### src/pto_pkg.sv
// constants for the trigger output global control block
//
// Contract
// - done flag sets on notified event, W1C
// - interrupt only when unit enable bit set
// - twelve units, bit 0 is unit 1
// - arm bit arms unit, self-clears after fire
// - soft reset idles unit, then self-clears
// - unit 1 delay, 1 ns or 4 ns steps
// - unit 12 width is upper byte plus low word
// - error on past target with notify, cleared by disarm
// - active while armed and error free
// - trigger-now fires at once on past target
package pto_pkg;
   localparam int          UNITS           = 12;
   localparam logic [9:0]  ADDR_ERROR      = 10'h200;
   localparam logic [9:0]  ADDR_ACTIVE     = 10'h202;
   localparam logic [9:0]  ADDR_DONE       = 10'h204;
   localparam logic [9:0]  ADDR_ARM        = 10'h206;
   localparam logic [9:0]  ADDR_SOFT_RST   = 10'h208;
   localparam logic [9:0]  ADDR_WIDTH_COMP = 10'h20A;
   localparam logic [11:0] RST_UNITS       = 12'h000;
   localparam logic [7:0]  RST_WIDTH_UPPER = 8'h00;
   localparam logic [2:0]  RST_DELAY_SEL   = 3'h0;
   localparam logic        RST_FINE_STEP   = 1'b0;
   localparam logic [2:0]  RST_DELAY_CNT   = 3'h0;
   localparam logic [23:0] RST_PPS_WIDTH   = 24'h000000;
   localparam logic [15:0] RST_RDATA       = 16'h0000;
   localparam int          WIDTH_UPPER_LSB = 0;
   localparam int          DELAY_SEL_LSB   = 8;
   localparam int          FINE_STEP_BIT   = 11;
   localparam int          CLK_PERIOD_NS   = 5;
   localparam int          STEP_FINE_NS    = 1;
   localparam int          STEP_COARSE_NS  = 4;
   localparam int          MAX_DELAY_NS    = 28;
   localparam int          MAX_DELAY_CYC   = MAX_DELAY_NS / CLK_PERIOD_NS;
endpackage

### src/pto_trigger_ctrl.sv
// global control and status for the twelve trigger output units
`timescale 1ns/1ps
module pto_trigger_ctrl
   import pto_pkg::*;
(
   input  wire logic              clk,
   input  wire logic              rst_n,
   input  wire logic [9:0]        regAddr,
   input  wire logic              regWrite,
   input  wire logic              regRead,
   input  wire logic [15:0]       regWdata,
   output logic      [15:0]       regRdata,
   output logic                   regRdValid,
   input  wire logic [UNITS-1:0]  trigger_interrupt_enable,
   input  wire logic [UNITS-1:0]  notify_option,
   input  wire logic [UNITS-1:0]  triggerNow,
   input  wire logic [UNITS-1:0]  cascadeMode,
   input  wire logic [4*UNITS-1:0] upstreamSel,
   input  wire logic [UNITS-1:0]  targetReached,
   input  wire logic [UNITS-1:0]  targetPast,
   input  wire logic [15:0]       last_unit_config_second,
   output logic      [UNITS-1:0]  unitFire,
   output logic                   unit1FireDelayed,
   output logic      [UNITS-1:0]  unitSoftReset,
   output logic      [UNITS-1:0]  unit_active_flags,
   output logic      [23:0]       lastUnitPulseWidth,
   output logic                   trigIrq
);

   typedef struct packed {
      logic [UNITS-1:0] unit_arm_bits;
      logic [UNITS-1:0] event_done_flags;
      logic [UNITS-1:0] unit_error_flags;
      logic [UNITS-1:0] unit_soft_reset_bits;
      logic [UNITS-1:0] active;
      logic [UNITS-1:0] fire;
      logic [7:0]       last_unit_pulse_width_upper;
      logic [2:0]       delaySel;
      logic             fineStep;
      logic [2:0]       delayCnt;
      logic             delayPend;
      logic             fireDelayed;
      logic [23:0]      ppsWidth;
      logic             irq;
      logic [15:0]      rdata;
      logic             rdValid;
   } pto_state_t;

   pto_state_t cur;
   pto_state_t next_cur;

   // delay in ns converted to whole clock cycles
   function automatic logic [2:0] delayCycles(input logic [2:0] sel,
                                              input logic       fine);
      int ns;
      ns = fine ? int'(sel) * STEP_FINE_NS : int'(sel) * STEP_COARSE_NS;
      return 3'(ns / CLK_PERIOD_NS);
   endfunction

   function automatic logic [15:0] pad12(input logic [UNITS-1:0] v);
      return {4'h0, v};
   endfunction

   // set beats clear; keep masks the result
   function automatic logic [UNITS-1:0] flagUpdate(
      input logic [UNITS-1:0] flags,
      input logic [UNITS-1:0] setBits,
      input logic [UNITS-1:0] clrBits,
      input logic [UNITS-1:0] keepBits);
      return ((flags & ~clrBits) | setBits) & keepBits;
   endfunction

   logic [UNITS-1:0] wrDone;
   logic [UNITS-1:0] wrArm;
   logic [UNITS-1:0] wrRst;
   logic [UNITS-1:0] errCond;
   logic [UNITS-1:0] fireNow;
   logic [UNITS-1:0] chainArm;
   logic [UNITS-1:0] arm;
   logic [2:0]       cyc;

   always_comb begin
      next_cur = cur;
      wrDone   = '0;
      wrArm    = '0;
      wrRst    = '0;
      chainArm = '0;
      cyc      = delayCycles(cur.delaySel, cur.fineStep);
      if (regWrite) begin
         unique case (regAddr)
            ADDR_DONE:     wrDone = regWdata[UNITS-1:0];
            ADDR_ARM:      wrArm  = '1;
            ADDR_SOFT_RST: wrRst  = regWdata[UNITS-1:0];
            ADDR_WIDTH_COMP: begin
               next_cur.last_unit_pulse_width_upper =
                  regWdata[WIDTH_UPPER_LSB +: 8];
               next_cur.delaySel = regWdata[DELAY_SEL_LSB +: 3];
               next_cur.fineStep = regWdata[FINE_STEP_BIT];
            end
            default: ;
         endcase
      end
      arm = cur.unit_arm_bits;
      for (int i = 0; i < UNITS; i++) begin
         if (wrArm[i]) begin
            arm[i] = regWdata[i];
         end
      end
      errCond = arm & notify_option & targetPast & ~triggerNow;
      fireNow = arm & ~errCond & ~cur.unit_error_flags
                & ~cur.unit_soft_reset_bits
                & (targetReached | (triggerNow & targetPast));
      for (int k = 0; k < UNITS; k++) begin
         for (int j = 0; j < UNITS; j++) begin
            if (cascadeMode[k] && upstreamSel[4*k +: 4] == 4'(j)
                && fireNow[j]) begin
               chainArm[k] = 1'b1;
            end
         end
      end
      arm = (arm & ~fireNow) | chainArm;
      arm = arm & ~cur.unit_soft_reset_bits;
      next_cur.unit_arm_bits = arm;
      next_cur.unit_soft_reset_bits = wrRst;
      next_cur.unit_error_flags = flagUpdate(cur.unit_error_flags, errCond,
                                             '0, arm);
      next_cur.event_done_flags = flagUpdate(cur.event_done_flags,
                                             fireNow & notify_option,
                                             wrDone,
                                             ~cur.unit_soft_reset_bits);
      next_cur.active = arm & ~next_cur.unit_error_flags;
      next_cur.fire = fireNow;
      next_cur.fireDelayed = 1'b0;
      if (cur.delayPend) begin
         if (cur.delayCnt <= 3'h1) begin
            next_cur.fireDelayed = 1'b1;
            next_cur.delayPend   = 1'b0;
         end else begin
            next_cur.delayCnt = cur.delayCnt - 3'h1;
         end
      end
      if (fireNow[0]) begin
         if (cyc == 3'h0) begin
            next_cur.fireDelayed = 1'b1;
            next_cur.delayPend   = 1'b0;
         end else begin
            next_cur.delayPend = 1'b1;
            next_cur.delayCnt  = cyc;
         end
      end
      if (cur.unit_soft_reset_bits[0]) begin
         next_cur.delayPend = 1'b0;
      end
      next_cur.ppsWidth = {cur.last_unit_pulse_width_upper,
                           last_unit_config_second};
      next_cur.irq = |((next_cur.event_done_flags | next_cur.unit_error_flags)
                       & trigger_interrupt_enable);
      next_cur.rdValid = regRead;
      next_cur.rdata   = 16'h0000;
      if (regRead) begin
         unique case (regAddr)
            ADDR_ERROR:    next_cur.rdata = pad12(cur.unit_error_flags);
            ADDR_ACTIVE:   next_cur.rdata = pad12(cur.active);
            ADDR_DONE:     next_cur.rdata = pad12(cur.event_done_flags);
            ADDR_ARM:      next_cur.rdata = pad12(cur.unit_arm_bits);
            ADDR_SOFT_RST: next_cur.rdata = pad12(cur.unit_soft_reset_bits);
            ADDR_WIDTH_COMP:
               next_cur.rdata = {4'h0, cur.fineStep, cur.delaySel,
                                 cur.last_unit_pulse_width_upper};
            default:       next_cur.rdata = 16'h0000;
         endcase
      end
   end

   always_ff @(posedge clk or negedge rst_n) begin
      if (!rst_n) begin
         cur <= '0;
         cur.unit_arm_bits <= RST_UNITS;
         cur.event_done_flags <= RST_UNITS;
         cur.unit_error_flags <= RST_UNITS;
         cur.unit_soft_reset_bits <= RST_UNITS;
         cur.last_unit_pulse_width_upper <= RST_WIDTH_UPPER;
         cur.delaySel <= RST_DELAY_SEL;
         cur.fineStep <= RST_FINE_STEP;
         cur.active <= RST_UNITS;
         cur.fire <= RST_UNITS;
         cur.delayCnt <= RST_DELAY_CNT;
         cur.delayPend <= 1'b0;
         cur.fireDelayed <= 1'b0;
         cur.ppsWidth <= RST_PPS_WIDTH;
         cur.irq <= 1'b0;
         cur.rdata <= RST_RDATA;
         cur.rdValid <= 1'b0;
      end else begin
         cur <= next_cur;
      end
   end

   assign regRdata           = cur.rdata;
   assign regRdValid         = cur.rdValid;
   assign unitFire           = cur.fire;
   assign unit1FireDelayed   = cur.fireDelayed;
   assign unitSoftReset      = cur.unit_soft_reset_bits;
   assign unit_active_flags  = cur.active;
   assign lastUnitPulseWidth = cur.ppsWidth;
   assign trigIrq            = cur.irq;
endmodule

### config.mk
export PLATFORM = sky130hd
export DESIGN_NAME = pto_trigger_ctrl
export DESIGN_NICKNAME = d
export VERILOG_FILES = /design/src/pto_pkg.sv /design/src/pto_trigger_ctrl.sv
export SDC_FILE = /design/constraint.sdc
export NUM_CORES = 1
export LEC_CHECK = 0
export ABC_AREA = 1
export ABC_CLOCK_PERIOD_IN_PS = 3400
export BUFFER_PORTS_ARGS = -buffer_cell sky130_fd_sc_hd__buf_2
export CAP_MARGIN = 15
export CELL_PAD_IN_SITES_DETAIL_PLACEMENT = 0
export CELL_PAD_IN_SITES_GLOBAL_PLACEMENT = 1
export CORE_MARGIN = 5
export CORE_UTILIZATION = 35
export CTS_BUF_LIST = sky130_fd_sc_hd__clkbuf_4 sky130_fd_sc_hd__clkbuf_8 sky130_fd_sc_hd__clkbuf_16
export CTS_CLUSTER_SIZE = 12
export DETAILED_ROUTE_END_ITERATION = 8
export HOLD_SLACK_MARGIN = 0.08
export PLACE_DENSITY_LB_ADDON = 0.08
export SYNTH_ARGS = -nofsm -noshare
export SYNTH_HDL_FRONTEND = slang
export SYNTH_SLANG_ARGS = --single-unit
export TNS_END_PERCENT = 10
### constraint.sdc
create_clock -name clk -period 3.4 [get_ports clk]
set_input_delay 0.51 -clock clk [delete_from_list [all_inputs] [get_ports clk]]
set_output_delay 0.51 -clock clk [all_outputs]
set_load 0.1 [all_outputs]
Word level (Yosys, flattened, before mapping)
Index checks and enable logic that the tools add are counted.

word-level totals
  flip-flop bits (word level) = 131
  input bits = 166
  output and inout port bits = 79
  word-level logic and storage cells = 661

cells by class
  add/sub/neg operators = 1
  divide/modulo/power cells = 1
  magnitude comparators = 1
  equality and inequality tests = 138
  muxes and demuxes = 173
  bitwise operators = 28
  reduce and logical (&&, ||, !) cells = 303

operator list
  cell                   count
  $logic_and 1x1->1      288
  $and 12x12->12         16
  $eq 4x3->1 const B     48
  $eq 4x4->1 const B     48
  $mux 1                 159
  $eq 4x2->1 const B     24
  $mux 12                7
  $not 12->12            7
  $pmux 12 s6            1
  $eq 10x10->1 const B   6
  $or 12x12->12          5
  $eq 4x1->1 const B     12
  $logic_not 4->1        12
  $div 32x4->32 const B  1
  $mux 5                 3
  $reduce_or 12->1       1
  $mux 3                 2
  $le 3x1->1 const B     1
  $logic_not 3->1        1
  $sub 3x1->3 const B    1
  $mux 2                 1
  $reduce_and 2->1       1

Longest topological paths before layout
Gate-level depths: netlist (run 1).

  depth after elaboration = 31
  depth in mapped cells = 23
  mapped depth without buffers = 21

Worst setup path after synthesis (run 1)
No wires, ideal clock.

  path kind = reg-to-reg
  start = register cur[47] in the netlist's numbering
  end = register cur[46] in the netlist's numbering
  library setup time = 0.083 ns
  arrival time = 2.601 ns
  data required time = 3.317 ns
  slack = 0.716 ns
  stages on the path, launching flop included = 21
  path buffers = 0
  period minus slack after synthesis = 2.684 ns
  path through = dfrtp_1 > inv_1 > nand2_1 > o21ai_2 > ha_1 > nor2_1 > inv_1 > nand2_1 > nand2_1 > o21ai_1 > inv_1 > ha_1 > o21ai_1 > nand3_2 > inv_2 > o211ai_1 > a21oi_1 > nand3_1 > o21ai_2 > nand3_1 > o21ai_0

RTL lines
  what                      RTL line                 RTL
  start: declaration        pto_trigger_ctrl.sv:49   pto_state_t cur;
  start signal: assignment  pto_trigger_ctrl.sv:195  cur <= next_cur;

==> results of run 1 <==
## stage by stage
step,util [%],cell area [um2],hold WS [ns],total power [uW],cells
floorplan,-,9210,0.214,3710,1374
global placement,40.3,10500,0.399,4370,1891
detailed placement,40.3,10500,0.403,4380,1891
CTS,42.5,11000,0.133,6160,1923
global route,42.6,11100,0.164,6450,1925
finish,42.6,11100,0.111,6130,1925
## routing by layer
layer	vias to the layer above	wire length [um]	part of all wire (%)
li1	4735	-	-
met1	4305	15700	45
met2	344	15800	46
met3	35	2640	7.6
met4	6	473	1.4
met5	-	39	0.11
## layout by cell type (no fill, tap or decap), types with 4 or more instances in the layout
cell type / count
ha_1: 7
o22ai_1: 8
or2_2: 7
inv_2: 12
a221oi_1: 10
nand2_2: 7
nor2_1: 195
a31oi_1: 8
o21ai_0: 20
inv_8: 5
nor2_2: 7
inv_6: 5
inv_1: 228
nand3_2: 18
nand4_1: 43
buf_4: 42
nor3_1: 67
nand2_1: 287
dfrtp_1: 125
nor2_4: 5
clkbuf_16: 17
a21oi_1: 30
conb_1: 4
nand3_1: 139
o31ai_1: 14
buf_2: 235
## sequential cells by signal, summed over array words and instances, names as in the netlist
register / flops
cur: 52
lastUnitPulseWidth: 24
regRdValid: 1
regRdata: 12
trigIrq: 1
unit1FireDelayed: 1
unitFire: 12
unitSoftReset: 12
unit_active_flags: 12
## timing repair
item	4_1_cts	5_1_grt
hold buffers	0	0
resized for setup	0	3
setup endpoints to repair	0	3
## final cells by class
cell class                 instances  area (um2)  area share (%)
timing repair buffer             280        1540            13.9
inverter                         242         908            8.21
multi-input combinational        907        4430            40.1
clock inverter                    15         145            1.31
sequential                       127        3180            28.8
tap                              335         419            3.79
antenna                            2        5.00          0.0452
clock buffer                      17         425            3.85
## report_power, final
group | switching (uW) | total [uW] | internal [uW]
Clock | 801 | 1770 | 973
Combinational | 1900 | 2470 | 568
Sequential | 139 | 1890 | 1750
Total | 2840 | 6130 | 3290
## worst max-delay path by stage
stage,slack [ns],to
2_1_floorplan,0.72,cur[46]
3_3_place_gp,0.16,trigIrq
3_5_place_dp,0.14,trigIrq
4_1_cts,0.31,cur[46]
5_1_grt,0.04,cur[46]
6_report,0.35,cur[46]
## critical path, stage by stage, from the launching register on
cell      delay, ns
dfrtp_2        0.41
inv_1          0.11
nand2_1        0.09
o21ai_2        0.07
ha_1           0.20
nor2_1         0.14
inv_1          0.05
nand2_1        0.09
nand2_1        0.06
o21ai_1        0.14
inv_1          0.13
ha_1           0.19
o21ai_1        0.15
nand3_2        0.14
inv_2          0.14
o211ai_1       0.11
a21oi_1        0.20
nand3_2        0.14
o21ai_2        0.23
nand3_1        0.09
o21ai_0        0.08
## cell families after synthesis
logic type / count (synthesis)
flops: 127
buf+inv: 340
fa+ha+maj: 7
other cells: 1
compound gates: 107
simple gates: 788
xor+xnor: 1
==> flow_summary_export.csv, run 1 <==
group,metric,value,unit
yosys,synth_top_family_by_area,"simple AND/OR/NAND/NOR gates",
timing,fin_crit,3.05,ns
worst_setup_path,cp.required,3.74,ns
routing,wirelength,34700,um
global_routing,grt_max_degree,75,
routing,wl_per_cell,18.0,um
power_and_ir_drop,p_per_area,554,nW/um2
timing,rsz0062_at_grt,"false",
floorplan,io_pins,245,
yosys,synth_xor_area_share,0.0952,%
clock_tree,clk_pin_slew,0.07,ns
worst_setup_path,worstPathMaxFanout,5,
worst_setup_path,r2r_slack,0.35,ns
timing,max_slew_margin,48.3,%
global_routing,grtUsageMet1,32.7,%
place,dpl.hpwl,27800,um
timing,clock_skew,0.0108,ns
clock_tree,clock_sinks,127,
routing,firstDrtPassIters,5,
timing,worst_pin_slew,0.774,ns
clock_tree,cts_made_buffers,17,
yosys,ys_warn_count,0,
timing,tns,0,ns
floorplan,row_count,59,
clock_tree,h-tree-depth,4,
routing,via_count,9425,
routing,drtIter0Drc,701,
place,dpl_worst_slack,0.138,ns
global_routing,overflow,0,
layout,drive_gt1_share,24.1,%
timing,worst_slack,0.354,ns
power_and_ir_drop,vdd_ir_drop_max,359,uV
yosys,ys_seq_elements,127,
timing,hold_viol_final,0,
routing,viasPerCell,4.90,
worst_setup_path,crit_arrival,3.39,ns
worst_setup_path,critPathLaunchType,"flip-flop",
yosys,syn_area,9200,um2
timing,slew_viol_final,0,
timing,fmax,328,MHz
yosys,synth_largest_area_cell,"dfrtp_1",
worst_setup_path,critPathKind,"reg -> reg",
yosys,synth.most_common_cell,"nand2_1",
yosys,synth_cell_type_count,45,
yosys,ys_top_cells_by_area,"dfrtp_1 (35%), nand2_1 (12%), inv_1 (9.3%), nor2_1 (8.0%), nand3_1 (7.6%)",
timing,fin_crit_sh,89.6,%
clock_tree,cts_setup_buffers,0,
yosys,synthCells,1371,
yosys,muxShareOfSynthArea,0,%
timing,setup_violations,0,
floorplan,die_h,172,um
yosys,synth-compound-area-share,7.33,%
clock_tree,cts_root_buffer,"clkbuf_16",
yosys,synth_common_cells,"nand2_1 (287), inv_1 (228), nor2_1 (195), nand3_1 (140), dfrtp_1 (127)",
clock_tree,ctsLongestPathBuffers,2,
layout,nNetsFinal,1748,
yosys,synth_edf_count,0,
yosys,synth_flop_cell,"dfrtp_1",
worst_setup_path,r2r_start,"cur[47]",
yosys,yosysSeqAreaShare,34.5,%
global_routing,grt_use_met2,37.3,%
place,routabilityCongestion,0.872,
floorplan,core-area,26000,um2
global_routing,track_usage,23.2,%
layout,fillers,2833,
global_routing,antenna_found_initial,5,
yosys,synth_top_area_share,34.5,%
power_and_ir_drop,leakage,0.00608,uW
run_status,status,"completed",
global_routing,grt_pass1_wl,51500,um
yosys,synthSimpleGateAreaFrac,39.6,%
routing,drc,0,
min_path,min_path_type,"in -> async",
global_routing,busiest_layer,"met2",
place,port_buffers,236,
floorplan,start_util,35.4,%
job,maxCapViolCount,0,
global_routing,met3_usage,3.96,%
global_routing,grt_pass1_vias,8854,
worst_setup_path,r2r_cells,20,
clock_tree,insertion_delay,0.42,ns
clock_tree,cts_tree,"yes",
floorplan,dieWidth,172,um
routing,ant_nets,0,
worst_setup_path,crit_path_start,"cur[47]",
floorplan,dieArea,29600,um2
yosys,avgSynthCellArea,6.71,um2
yosys,synthArstFlopShare,100,%
worst_setup_path,timing.rr.end,"cur[46]",
layout,area_delta_synth_final,20.2,%
worst_setup_path,endpoint_kind,"flip-flop",
yosys,synth_fa_ha_area_share,0.952,%
Power figures use the tool's default switching activity.
==> inputs of run 2 (changes only) <==
ABC_CLOCK_PERIOD_IN_PS = 3900   (was 3400)
clock period = 3.9 ns   (was 3.4 ns; I/O delays follow)
==> flow_summary_export.csv, run 2 (synthesis gave the netlist of run 1 again) <==
group,metric,value,unit
timing,fin_crit_sh,82.4,%
job,maxCapViolCount,0,
worst_setup_path,critPathLaunchType,"flip-flop",
layout,postLayoutCellArea,10900,um2
timing,clock_skew,0.0127,ns
layout,mostFrequentLayoutCell,"nand2_1",
worst_setup_path,critPathSlowestCell,"dfrtp_1",
run_status,status,"completed",
place,post_dp_cell_area,10300,um2
worst_setup_path,crit_arrival,3.55,ns
power_and_ir_drop,vdd_ir_drop_max,307,uV
global_routing,grt_max_degree,80,
routing,drc,0,
routing,ant_nets,0,
floorplan,core-area,26000,um2
place,dpl.hpwl,27500,um
clock_tree,clock_sinks,127,
clock_tree,clk_pin_slew,0.06,ns
layout,final_cell_mix,"nand2_1 (287), buf_2 (235), inv_1 (228)",
clock_tree,hold_buffers,0,
global_routing,overflow,0,
floorplan,dieArea,29600,um2
clock_tree,cts_tree,"yes",
timing,hold_viol_final,0,
timing,rsz0062_at_grt,"false",
floorplan,dieWidth,172,um
worst_setup_path,cp.required,4.24,ns
clock_tree,h-tree-depth,4,
routing,via_count,9341,
global_routing,grt_pass1_wl,51900,um
global_routing,track_usage,23.2,%
global_routing,grt_pass1_vias,9011,
floorplan,row_count,59,
worst_setup_path,crit_chain,"inv_1 > nand2_1 > o21ai_2 > ha_1 > nor2_1 > inv_1 > nand2_1 > nand2_1 > o21ai_1 > inv_1 > ha_1 > o21ai_1 > nand3_2 > inv_2 > o211ai_1 > a21oi_1 > nand3_1 > o21ai_2 > nand3_1 > o21ai_0",
worst_setup_path,endpoint_kind,"flip-flop",
layout,area_delta_synth_final,18.1,%
floorplan,io_pins,245,
clock_tree,cts_resized,0,
clock_tree,cts_setup_buffers,0,
floorplan,start_util,35.4,%
clock_tree,cts_root_buffer,"clkbuf_16",
timing,slew_viol_final,0,
clock_tree,ctsLongestPathBuffers,2,
layout,final_core_util,41.8,%
timing,fin_crit,3.21,ns
min_path,min_path_type,"in -> async",
power_and_ir_drop,leakage,0.00596,uW
place,port_buffers,236,
global_routing,antenna_found_initial,5,
timing,tns,0,ns
power_and_ir_drop,p_per_area,489,nW/um2
timing,setup_violations,0,
layout,regMostFlops,"cur",
worst_setup_path,worstPathMaxFanout,7,
worst_setup_path,max_stage_delay,0.45,ns
clock_tree,cts_made_buffers,17,
worst_setup_path,critPathKind,"reg -> reg",
timing,max_slew_margin,33.7,%
timing,worst_pin_slew,0.993,ns
timing,fmax,311,MHz
layout,fillers,2847,
floorplan,die_h,172,um
routing,firstDrtPassIters,5,
power_and_ir_drop,power,5310,uW
layout,largest_register_ffs,52,
layout,nNetsFinal,1725,
place,routabilityCongestion,0.887,
routing,drtIter0Drc,665,
routing,wl_per_cell,18.2,um
clock_tree,insertion_delay,0.42,ns
routing,viasPerCell,4.91,
routing,wirelength,34600,um
layout,drive_gt1_share,22.7,%
## run 2: cell types whose count changed in the layout (fill, tap and decap cells not counted), sizes merged
| cell | before | now |
|---|---|---|
| clkinvlp | 2 | 3 |
| diode | 2 | 3 |
| clkinv | 5 | 4 |
| inv | 250 | 248 |
| clkbuf | 17 | 18 |
| bufinv | 0 | 1 |
| buf | 280 | 257 |
## run 2: through the flow
stage | hold slack [ns] | instances | worst slack [ns]
2_1_floorplan | 0.289 | 1374 | 1.22
3_3_place_gp | 0.401 | 1868 | 0.566
3_5_place_dp | 0.419 | 1868 | 0.499
4_1_cts | 0.232 | 1900 | 0.665
5_1_grt | 0.244 | 1902 | 0.241
6_report | 0.218 | 1903 | 0.687
## run 2: where the power goes
group / internal (uW) / switching, uW / total (uW) / leakage [uW]
clock network: 914 / 659 / 1570 / 0.000277
logic: 455 / 1640 / 2100 / 0.00403
registers: 1530 / 118 / 1640 / 0.00165
total: 2890 / 2420 / 5310 / 0.00596
## run 2: area by class of cell
cell class                 instances  area [um2]  area share, %
clock buffer                      18         439           4.04
tap                              335         419           3.86
timing repair buffer             257        1350           12.4
sequential                       127        3180           29.2
clock inverter                    14         143           1.31
multi-input combinational        907        4430           40.8
antenna                            3        7.51         0.0691
inverter                         242         908           8.36
## run 2: critical path: cells and delay by family (launching register included)
kind	cells	cell delay, ns
and+or+nand+nor	7	0.89
adders and majority gates	2	0.39
DFF	1	0.45
AOI/OAI and AO/OA	7	0.94
buffers and inverters	4	0.46
## run 2: path summary, 6_finish.rpt
| check | from | to | slack, ns | cells after the start |
|---|---|---|---|---|
| min in group clk | last_unit_config_second[15] | lastUnitPulseWidth[15] | 0.27 | 1 |
| setup reg to reg | cur[47] | cur[46] | 0.69 | 20 |
| max in group asynchronous | rst_n | unit_active_flags[9] | 2.81 | 2 |
| hold reg to reg | cur[57] | lastUnitPulseWidth[22] | 0.43 | 0 |
| hold / removal | rst_n | lastUnitPulseWidth[3] | 0.22 | 1 |
| setup / recovery | cur[47] | cur[46] | 0.69 | 20 |
## run 2: metal layers
| layer | track usage (%) | share of wire (%) | up-vias |
|---|---|---|---|
| li1 | - | - | 4683 |
| met1 | 32.7 | 47 | 4283 |
| met2 | 36.2 | 44 | 308 |
| met3 | 4.69 | 7.3 | 61 |
| met4 | 6.46 | 2.3 | 6 |
| met5 | 0 | 0.10 | - |
